[src/ltcap_defines.svh]
// Register indices, field positions, reset values and timing counts
`ifndef LTCAP_DEFINES_SVH
`define LTCAP_DEFINES_SVH

// Register indices; the byte address is four times the index
`define LTCAP_IDX_CSR2 6'h08
`define LTCAP_IDX_RELOAD 6'h09
`define LTCAP_IDX_CNT2 6'h0A
`define LTCAP_IDX_CSR1 6'h0B
`define LTCAP_IDX_CAP 6'h0C
`define LTCAP_IDX_EVT 6'h0D
`define LTCAP_IDX_MASK 6'h0E

// Field positions in the first control and status register
`define LTCAP_CSR1_CAP_IE 7
`define LTCAP_CSR1_CAP_F 6
`define LTCAP_CSR1_DBL 5
`define LTCAP_CSR1_TB1_IE 4
`define LTCAP_CSR1_TB1_F 3

// Field positions in the second control and status register
`define LTCAP_CSR2_TB2_IE 1
`define LTCAP_CSR2_TB2_F 0

// Event status and mask layout
`define LTCAP_EVT_TB1 0
`define LTCAP_EVT_TB2 1
`define LTCAP_EVT_CAP 2
`define LTCAP_EVT_W 3

// Reset values
`define LTCAP_RST_BYTE 8'h00
`define LTCAP_RST_EVT 3'h0

// Counter limits
`define LTCAP_CNT1_TOP 8'hF9
`define LTCAP_CNT2_TOP 8'hFF

// Timing: one counter tick is the oscillator divided by 32
`define LTCAP_OSC_DIV 32
`define LTCAP_OSC_NS 125
`define LTCAP_CLK_NS 8
`define LTCAP_TICK_NS (`LTCAP_OSC_DIV * `LTCAP_OSC_NS)
`define LTCAP_TICK_CYC ((`LTCAP_TICK_NS + `LTCAP_CLK_NS - 1) / `LTCAP_CLK_NS)

`endif

[src/ltcap_pkg.sv]
// Types shared by the lite timebase and capture timer
package ltcap_pkg;

    typedef logic [7:0] ltcap_byte_type;

    // Register selected by an APB address
    typedef enum logic [2:0] {
        LTCAP_SEL_CSR2 = 3'b000,
        LTCAP_SEL_RELOAD = 3'b001,
        LTCAP_SEL_CNT2 = 3'b010,
        LTCAP_SEL_CSR1 = 3'b011,
        LTCAP_SEL_CAP = 3'b100,
        LTCAP_SEL_EVT = 3'b101,
        LTCAP_SEL_MASK = 3'b110,
        LTCAP_SEL_NONE = 3'b111
    } ltcap_sel_type;

endpackage

[src/ltcap_top.sv]
// Lite timebase and capture timer with APB register access
`timescale 1ns/1ps
`default_nettype none
`include "ltcap_defines.svh"

// Operation
// - Hidden counter 1 counts from zero at tick
// - Counter 1 wraps F9h to 00h, overflow
// - Period select doubles counter 1 overflow interval
// - Period is 8000 or 16000 oscillator periods
// - Counter 1 overflow sets flag, enabled irq
// - Reading first status register clears flag 1
// - Readable counter 2 starts at reload value
// - Counter 2 past FFh reloads, overflows
// - New reload value applied at next overflow
// - Counter 2 overflow sets flag, enabled irq
// - Reading second status register clears flag 2
// - Pin edge captures counter 1, sets flag
// - Capture raises irq when enabled
// - Reading capture register clears capture flag
// - Capture edges ignored while flag set
// - Capture register read-only, last accepted value
// - Halt stops counters; other modes no effect
// - Separate vectors, gated by enable and mask
module ltcap_top #(
    parameter int ADDR_W = 8,
    parameter int TICK_CYC = `LTCAP_TICK_CYC
) (
    // Clock and reset
    input wire logic clk_sys,
    input wire logic rst_n,
    // APB slave
    input wire logic psel,
    input wire logic penable,
    input wire logic pwrite,
    input wire logic [ADDR_W-1:0] paddr,
    input wire logic [31:0] pwdata,
    input wire logic [3:0] pstrb,
    output logic [31:0] prdata,
    output logic pready,
    output logic pslverr,
    // System state
    input wire logic halt_mode,
    input wire logic cpu_irq_mask,
    // Capture pin
    input wire logic capture_input_pin,
    // Interrupt requests
    output logic irq_timebase1,
    output logic irq_timebase2,
    output logic irq_capture,
    output logic irq
);
    if (ADDR_W < 8 || ADDR_W > 32) begin : g_addr_chk
        $error("ltcap_top: ADDR_W must lie between 8 and 32");
    end

    // Address decode, shared by the read mux and the register writes
    function automatic ltcap_pkg::ltcap_sel_type sel_of(
        input logic [ADDR_W-1:0] a
    );
        ltcap_pkg::ltcap_sel_type s;
        s = ltcap_pkg::LTCAP_SEL_NONE;
        if ((a >> 8) == '0 && a[1:0] == 2'h0) begin
            case (a[7:2])
                `LTCAP_IDX_CSR2: s = ltcap_pkg::LTCAP_SEL_CSR2;
                `LTCAP_IDX_RELOAD: s = ltcap_pkg::LTCAP_SEL_RELOAD;
                `LTCAP_IDX_CNT2: s = ltcap_pkg::LTCAP_SEL_CNT2;
                `LTCAP_IDX_CSR1: s = ltcap_pkg::LTCAP_SEL_CSR1;
                `LTCAP_IDX_CAP: s = ltcap_pkg::LTCAP_SEL_CAP;
                `LTCAP_IDX_EVT: s = ltcap_pkg::LTCAP_SEL_EVT;
                `LTCAP_IDX_MASK: s = ltcap_pkg::LTCAP_SEL_MASK;
                default: s = ltcap_pkg::LTCAP_SEL_NONE;
            endcase
        end
        return s;
    endfunction

    // Bus state
    logic pready_q, pready_d;
    logic pslverr_q, pslverr_d;
    logic [31:0] prdata_q, prdata_d;
    // Software control
    logic cap_ie_q, cap_ie_d;
    logic dbl_q, dbl_d;
    logic tb1_ie_q, tb1_ie_d;
    logic tb2_ie_q, tb2_ie_d;
    ltcap_pkg::ltcap_byte_type reload_q, reload_d;
    logic [`LTCAP_EVT_W-1:0] mask_q, mask_d;
    logic rd_csr1, rd_csr2, rd_cap, rd_evt;
    // Timer state
    ltcap_pkg::ltcap_byte_type cnt1_q, cnt1_d;
    ltcap_pkg::ltcap_byte_type cnt2_q, cnt2_d;
    ltcap_pkg::ltcap_byte_type cap_val_q, cap_val_d;
    logic phase_q, phase_d;
    logic tb1_f_q, tb1_f_d;
    logic tb2_f_q, tb2_f_d;
    logic cap_f_q, cap_f_d;
    logic [`LTCAP_EVT_W-1:0] evt_q, evt_d;
    logic run, tick, tick1, tick2, ovf1, ovf2, cap_evt, pin_edge;
    // Interrupt outputs
    logic irq_tb1_q, irq_tb1_d;
    logic irq_tb2_q, irq_tb2_d;
    logic irq_cap_q, irq_cap_d;
    logic irq_q, irq_d;
    ltcap_pkg::ltcap_byte_type rd_byte;

    assign run = !halt_mode;

    // Tick at oscillator/32 equivalent
    ltcap_prescaler #(
        .DIV(TICK_CYC)
    ) u_prescaler (
        .clk_sys(clk_sys),
        .rst_n(rst_n),
        .run(run),
        .tick_q(tick)
    );

    // Pin passes two flops before the edge detector
    ltcap_pin_sync u_pin_sync (
        .clk_sys(clk_sys),
        .rst_n(rst_n),
        .pin(capture_input_pin),
        .edge_q(pin_edge)
    );

    // No wait state: data latched at end of setup, ready in the first access cycle
    always_comb begin
        pready_d = psel && !penable && !pready_q;
        pslverr_d = 1'b0;
        prdata_d = 32'h00000000;
        rd_byte = `LTCAP_RST_BYTE;
        if (pready_d) begin
            pslverr_d = (sel_of(paddr) == ltcap_pkg::LTCAP_SEL_NONE);
            case (sel_of(paddr))
                ltcap_pkg::LTCAP_SEL_CSR2: rd_byte = {6'h00, tb2_ie_q,
                                                      tb2_f_q};
                ltcap_pkg::LTCAP_SEL_RELOAD: rd_byte = reload_q;
                ltcap_pkg::LTCAP_SEL_CNT2: rd_byte = cnt2_q;
                ltcap_pkg::LTCAP_SEL_CSR1: rd_byte = {cap_ie_q, cap_f_q, dbl_q,
                                                      tb1_ie_q, tb1_f_q, 3'h0};
                ltcap_pkg::LTCAP_SEL_CAP: rd_byte = cap_val_q;
                ltcap_pkg::LTCAP_SEL_EVT: rd_byte = {5'h00, evt_q};
                ltcap_pkg::LTCAP_SEL_MASK: rd_byte = {5'h00, mask_q};
                default: rd_byte = `LTCAP_RST_BYTE;
            endcase
            if (!pwrite) begin
                prdata_d = {24'h000000, rd_byte};
            end
        end
    end

    always_ff @(posedge clk_sys or negedge rst_n) begin
        if (!rst_n) begin
            pready_q <= 1'b0;
            pslverr_q <= 1'b0;
            prdata_q <= 32'h00000000;
        end else begin
            pready_q <= pready_d;
            pslverr_q <= pslverr_d;
            prdata_q <= prdata_d;
        end
    end

    assign prdata = prdata_q;
    assign pready = pready_q;
    assign pslverr = pslverr_q;

    // Writes land at the completing edge; read side effects at the
    // latching edge, so an event in the access cycle is never lost
    always_comb begin
        cap_ie_d = cap_ie_q;
        dbl_d = dbl_q;
        tb1_ie_d = tb1_ie_q;
        tb2_ie_d = tb2_ie_q;
        reload_d = reload_q;
        mask_d = mask_q;
        rd_csr1 = 1'b0;
        rd_csr2 = 1'b0;
        rd_cap = 1'b0;
        rd_evt = 1'b0;
        if (psel && penable && pready_q && pwrite && pstrb[0]) begin
            case (sel_of(paddr))
                ltcap_pkg::LTCAP_SEL_CSR1: begin
                    cap_ie_d = pwdata[`LTCAP_CSR1_CAP_IE];
                    dbl_d = pwdata[`LTCAP_CSR1_DBL];
                    tb1_ie_d = pwdata[`LTCAP_CSR1_TB1_IE];
                end
                ltcap_pkg::LTCAP_SEL_CSR2: begin
                    tb2_ie_d = pwdata[`LTCAP_CSR2_TB2_IE];
                end
                ltcap_pkg::LTCAP_SEL_RELOAD: reload_d = pwdata[7:0];
                ltcap_pkg::LTCAP_SEL_MASK: mask_d = pwdata[`LTCAP_EVT_W-1:0];
                default: mask_d = mask_q;
            endcase
        end
        if (pready_d && !pwrite) begin
            rd_csr1 = (sel_of(paddr) == ltcap_pkg::LTCAP_SEL_CSR1);
            rd_csr2 = (sel_of(paddr) == ltcap_pkg::LTCAP_SEL_CSR2);
            rd_cap = (sel_of(paddr) == ltcap_pkg::LTCAP_SEL_CAP);
            rd_evt = (sel_of(paddr) == ltcap_pkg::LTCAP_SEL_EVT);
        end
    end

    always_ff @(posedge clk_sys or negedge rst_n) begin
        if (!rst_n) begin
            cap_ie_q <= 1'b0;
            dbl_q <= 1'b0;
            tb1_ie_q <= 1'b0;
            tb2_ie_q <= 1'b0;
            reload_q <= `LTCAP_RST_BYTE;
            mask_q <= `LTCAP_RST_EVT;
        end else begin
            cap_ie_q <= cap_ie_d;
            dbl_q <= dbl_d;
            tb1_ie_q <= tb1_ie_d;
            tb2_ie_q <= tb2_ie_d;
            reload_q <= reload_d;
            mask_q <= mask_d;
        end
    end

    // Counters, capture and flags; set always beats read-clear
    always_comb begin
        // counter 1 steps on every second tick when doubled
        phase_d = dbl_q ? (phase_q ^ (tick && run)) : 1'b0;
        tick1 = tick && run && (!dbl_q || phase_q);
        tick2 = tick && run;
        ovf1 = tick1 && (cnt1_q == `LTCAP_CNT1_TOP);
        cnt1_d = cnt1_q;
        if (tick1) begin
            cnt1_d = ovf1 ? 8'h00 : cnt1_q + 8'h01;
        end
        ovf2 = tick2 && (cnt2_q == `LTCAP_CNT2_TOP);
        cnt2_d = cnt2_q;
        if (tick2) begin
            cnt2_d = ovf2 ? reload_q : cnt2_q + 8'h01;
        end
        // capture only while flag is clear
        cap_evt = pin_edge && !cap_f_q;
        cap_val_d = cap_evt ? cnt1_q : cap_val_q;
        tb1_f_d = ovf1 || (tb1_f_q && !rd_csr1);
        tb2_f_d = ovf2 || (tb2_f_q && !rd_csr2);
        cap_f_d = cap_evt || (cap_f_q && !rd_cap);
        evt_d = evt_q & {`LTCAP_EVT_W{!rd_evt}};
        evt_d[`LTCAP_EVT_TB1] = evt_d[`LTCAP_EVT_TB1] || ovf1;
        evt_d[`LTCAP_EVT_TB2] = evt_d[`LTCAP_EVT_TB2] || ovf2;
        evt_d[`LTCAP_EVT_CAP] = evt_d[`LTCAP_EVT_CAP] || cap_evt;
    end

    always_ff @(posedge clk_sys or negedge rst_n) begin
        if (!rst_n) begin
            cnt1_q <= 8'h00;
            cnt2_q <= `LTCAP_RST_BYTE;
            cap_val_q <= `LTCAP_RST_BYTE;
            phase_q <= 1'b0;
            tb1_f_q <= 1'b0;
            tb2_f_q <= 1'b0;
            cap_f_q <= 1'b0;
            evt_q <= `LTCAP_RST_EVT;
        end else begin
            cnt1_q <= cnt1_d;
            cnt2_q <= cnt2_d;
            cap_val_q <= cap_val_d;
            phase_q <= phase_d;
            tb1_f_q <= tb1_f_d;
            tb2_f_q <= tb2_f_d;
            cap_f_q <= cap_f_d;
            evt_q <= evt_d;
        end
    end

    // per-vector requests plus masked summary line
    always_comb begin
        irq_tb1_d = tb1_f_q && tb1_ie_q && !cpu_irq_mask;
        irq_tb2_d = tb2_f_q && tb2_ie_q && !cpu_irq_mask;
        irq_cap_d = cap_f_q && cap_ie_q && !cpu_irq_mask;
        irq_d = |(evt_q & mask_q);
    end

    always_ff @(posedge clk_sys or negedge rst_n) begin
        if (!rst_n) begin
            irq_tb1_q <= 1'b0;
            irq_tb2_q <= 1'b0;
            irq_cap_q <= 1'b0;
            irq_q <= 1'b0;
        end else begin
            irq_tb1_q <= irq_tb1_d;
            irq_tb2_q <= irq_tb2_d;
            irq_cap_q <= irq_cap_d;
            irq_q <= irq_d;
        end
    end

    assign irq_timebase1 = irq_tb1_q;
    assign irq_timebase2 = irq_tb2_q;
    assign irq_capture = irq_cap_q;
    assign irq = irq_q;
endmodule
`default_nettype wire

[src/ltcap_prescaler.sv]
// Tick generator dividing the system clock down to the counter rate
`timescale 1ns/1ps
`default_nettype none
module ltcap_prescaler #(
    parameter int DIV = 500
) (
    // Clock and reset
    input wire logic clk_sys,
    input wire logic rst_n,
    // Control and tick
    input wire logic run,
    output logic tick_q
);
    localparam int CW = (DIV > 1) ? $clog2(DIV) : 1;
    localparam logic [CW-1:0] LAST = CW'(DIV - 1);

    if (DIV < 2) begin : g_div_chk
        $error("ltcap_prescaler: DIV must be at least 2");
    end

    logic [CW-1:0] cnt_q;
    logic [CW-1:0] cnt_d;
    logic tick_d;

    // Frozen while halted so the phase resumes where it stopped
    always_comb begin
        cnt_d = cnt_q;
        tick_d = 1'b0;
        if (run) begin
            if (cnt_q == LAST) begin
                cnt_d = '0;
                tick_d = 1'b1;
            end else begin
                cnt_d = cnt_q + CW'(1);
            end
        end
    end

    always_ff @(posedge clk_sys or negedge rst_n) begin
        if (!rst_n) begin
            cnt_q <= '0;
            tick_q <= 1'b0;
        end else begin
            cnt_q <= cnt_d;
            tick_q <= tick_d;
        end
    end
endmodule
`default_nettype wire

[src/ltcap_pin_sync.sv]
// Capture pin synchroniser with both-edge detector
`timescale 1ns/1ps
`default_nettype none
module ltcap_pin_sync (
    // Clock and reset
    input wire logic clk_sys,
    input wire logic rst_n,
    // Pin and edge pulse
    input wire logic pin,
    output logic edge_q
);
    logic meta_q;
    logic sync_q;
    logic last_q;
    logic [1:0] prime_q;
    logic [1:0] prime_d;
    logic edge_d;

    // Edges are ignored for two cycles, until sync_q holds a real pin sample; last_q still holds its reset value then
    always_comb begin
        prime_d = {prime_q[0], 1'b1};
        edge_d = prime_q[1] && (sync_q != last_q);
    end

    // Only the second stage reads the first
    always_ff @(posedge clk_sys or negedge rst_n) begin
        if (!rst_n) begin
            meta_q <= 1'b0;
            sync_q <= 1'b0;
            last_q <= 1'b0;
            prime_q <= 2'h0;
            edge_q <= 1'b0;
        end else begin
            meta_q <= pin;
            sync_q <= meta_q;
            last_q <= sync_q;
            prime_q <= prime_d;
            edge_q <= edge_d;
        end
    end
endmodule
`default_nettype wire

[config.mk]
export PLATFORM = sky130hd
export DESIGN_NAME = ltcap_top
export DESIGN_NICKNAME = d
export VERILOG_FILES = /design/src/ltcap_pkg.sv /design/src/ltcap_top.sv /design/src/ltcap_prescaler.sv /design/src/ltcap_pin_sync.sv
export VERILOG_INCLUDE_DIRS = /design/src
export SDC_FILE = /design/constraint.sdc
export NUM_CORES = 1
export LEC_CHECK = 0
export BUFFER_PORTS_ARGS = -buffer_cell sky130_fd_sc_hd__buf_4
export CORE_MARGIN = 5
export CORE_UTILIZATION = 40
export CTS_CLUSTER_DIAMETER = 60
export DETAILED_ROUTE_END_ITERATION = 8
export SYNTH_ARGS = -nofsm -noshare
export SYNTH_HDL_FRONTEND = slang
export SYNTH_HIERARCHICAL = 1
export SYNTH_SLANG_ARGS = --single-unit
[constraint.sdc]
create_clock -name clk_sys -period 1.8 [get_ports clk_sys]
set_input_delay 0.27 -clock clk_sys [delete_from_list [all_inputs] [get_ports clk_sys]]
set_output_delay 0.27 -clock clk_sys [all_outputs]
set_load 0.02 [all_outputs]
==> run summary <==
Status - completed
CP required - 2.04 ns
Critical-path top delay cell - or3_1
Post-route core utilization - 0.474
Overall Global Routing Usage - 0.139
Setup crit start - pready$_DFF_PN0_
P&R area growth vs syn - 16.4%
Rel. slew slack - 0.643
Buf/Inv on CP - 0
Crit Reg-Reg Startpoint - pready$_DFF_PN0_
Crit path DAT - 1.91 ns
Seq cells post-synth - 76
CP Depth - 4
GR met2 Demand/Resource - 0.223
CP max stage delay - 0.47 ns
DIE AREA - 11400 um^2
Slew @ Worst Pin - 0.535 ns
Setup CP Type - reg2reg
Worst setup endpoint - evt_q[2]$_DFF_PN0_
DR WL/cell - 15.1 um
Global placement routability congestion - 0.785
Synth Flop Type - dfrtp_1
MaxCap Viol Count - 0
R2R Setup Slk - 0.13 ns
N_diodes - 0
CP Max Fanout - 3
Clk slew on worst S/H paths - 0.07 ns
CTS Sinks - 76
Sequence of cells on the critical path - nor3b_1 -> nand2b_1 -> or3_1 -> a21bo_2
CTS tree - built
Fillers - 845
Grt met1 use - 0.178
CP startpoint kind - flop
Initial antenna violation count - 0
Multi-input gate area - 1670 um^2
Cell Area, Synth - 3740 um^2
Die Ht - 107 um
Core ar. - 9200 um^2
Syn. warnings - 6
Row Count - 35
Clock latency on the worst-skew pair - 0.34 ns
Commonest non-fill, non-tap cells in the layout - 76 x dfrtp_1, 50 x buf_4, 25 x conb_1
Post-CTS setup buffer count - 0
Top delay family on crit path - simple AND/OR/NAND/NOR gates
Register area - 1900 um^2
R2R Path End - evt_q[2]$_DFF_PN0_
Worst setup EP type - flop
Min-Delay Path Class - in2reg
Via density - 5.11
DRC violations left - 0
Final period util - 0.927
First drt pass iteration count - 4
ANT nets after route - 0
Vias in the first global route - 2531
Peak supply drop - 0.677 mV
Final hold vios - 0
Register area share after synthesis - 0.508
Clock Root Buffer - clkbuf_8
Fmax - 0.599 GHz
H-tree levels - 3
Fin. max-slew vios - 0
DP HPWL - 5.61 mm
Initial DRC Count - 86
Gr busiest metal - met2
Layout cell share with drive strength beyond 1 - 0.260
Post-layout min period - 1.67 ns
Largest net degree at the start of global routing - 77
Leak - 2.10 nW
Die X-Extent - 107 um
Vias post-DR - 2549
Post-layout net count - 439
RSZ-0062 raised after global routing - no
First-pass GRT wire length - 12.5 mm
I/O Pins - 90
Count of input and output buffers - 38
Post-synth EDFFs - 0
Synthesized area per cell - 11.2 um^2
Ys async rst share - 1.00
Syn Inst Count - 333
Num CTS Buffers - 9
Clock Tree Buf Depth - 2
Total grt overflow - 0
R2R depth - 4
Starting Density - 0.407
Most common cell after layout, fill and taps aside - dfrtp_1
GR Util met3 - 0.0536
Final setup viols - 0
Setup tns final - 0 ns
Pwr Density - 848 nW/um^2
Final WL - 7.53 mm
Synth cell types - 52
Setup Skew - 0.00725 ns
## worst register-to-register path, cell delays in order, from the launching register on
cell      delay (ns)
dfrtp_1         0.39
nor3b_1         0.31
nand2b_1        0.16
or3_1           0.47
a21bo_2         0.24
## stage by stage
stage          worst slack, ns  power (W)  cells  area [um^2]  hold slack (ns)
3_3_place_gp          -0.00581    0.00236    481         4120            0.323
4_1_cts                  0.120    0.00374    498         4340           0.0138
5_1_grt                0.00205    0.00390    499         4360           0.0650
6_report                 0.132    0.00369    499         4360           0.0890
3_5_place_dp           -0.0357    0.00238    481         4120            0.324
2_1_floorplan            0.160    0.00229    356         3830          -0.0256
## power by group
| group | switching (W) | internal [W] |
|---|---|---|
| sequential | 0.000137 | 0.00179 |
| combinational | 0.000231 | 0.000182 |
| clock | 0.000595 | 0.000755 |
| total | 0.000964 | 0.00273 |
## cells in the mapped netlist (all sizes together), types with 8 or more instances
cell type,instances,area (um^2)
nor2,17,63.8
buf,31,221
mux2i,8,80.1
dfrtp,76,1900
a21oi,14,70.1
mux2,24,270
nor3,11,77.6
o22a,8,70.1
nand2,21,78.8
nand3,16,85.1
o21ai,8,40.0
## cell families (layout without fill, tap and decap cells)
logic type | count (synthesis) | count (layout) | synth area share
AO/OA/AOI/OAI | 60 | 60 | 0.110
buffers and inverters | 42 | 74 | 0.0702
adder cells (fa/ha/maj) | 4 | 4 | 0.0134
flip-flops | 76 | 76 | 0.508
multiplexers | 34 | 34 | 0.106
XOR/XNOR | 7 | 7 | 0.0164
other | 2 | 25 | 0.00201
AND/OR/NAND/NOR | 108 | 108 | 0.174
## sequential cells by signal, summed over array words and instances, names as in the netlist, 2 cells and up
register,cells
prdata,8
u_prescaler/cnt_q,9
reload_q,8
mask_q,3
evt_q,3
cnt2_q,8
u_pin_sync/prime_q,2
cap_val_q,8
cnt1_q,8
## worst min-delay path by stage
stage / slack [ns] / endpoint / depth (start not counted) / from
final: 0.09 / irq_timebase1$_DFF_PN0_ / 2 / cpu_irq_mask
after global routing: 0.07 / irq_timebase1$_DFF_PN0_ / 2 / cpu_irq_mask
after CTS: 0.01 / u_pin_sync/meta_q$_DFF_PN0_ / 1 / capture_input_pin
after global placement: 0.32 / pready$_DFF_PN0_ / 2 / rst_n
after detailed placement: 0.32 / pready$_DFF_PN0_ / 2 / rst_n
after floorplan: -0.03 / cap_f_q$_DFF_PN0_ / 0 / rst_n
## final cells by class
| class | count | share of cell area |
|---|---|---|
| Clock inverter | 3 | 0.0101 |
| Multi-Input combinational cell | 238 | 0.383 |
| Clock buffer | 13 | 0.0388 |
| Sequential cell | 76 | 0.437 |
| Inverter | 5 | 0.00431 |
| Timing Repair Buffer | 53 | 0.0954 |
| Tap cell | 111 | 0.0319 |
## metal layers
| metal | up-vias | part of all wire |
|---|---|---|
| met5 | - | 0 |
| met4 | 0 | 0.0090 |
| met3 | 6 | 0.048 |
| met2 | 53 | 0.48 |
| met1 | 1233 | 0.46 |
| li1 | 1257 | - |
## timing repair
action | in CTS | in global routing
gates resized for setup | 0 | 1
endpoints found under the setup margin | 0 | 1
hold buffers | 1 | 1
endpoints found under the hold margin | 76 | 1
No activity file was read; power rests on OpenSTA's default activity.
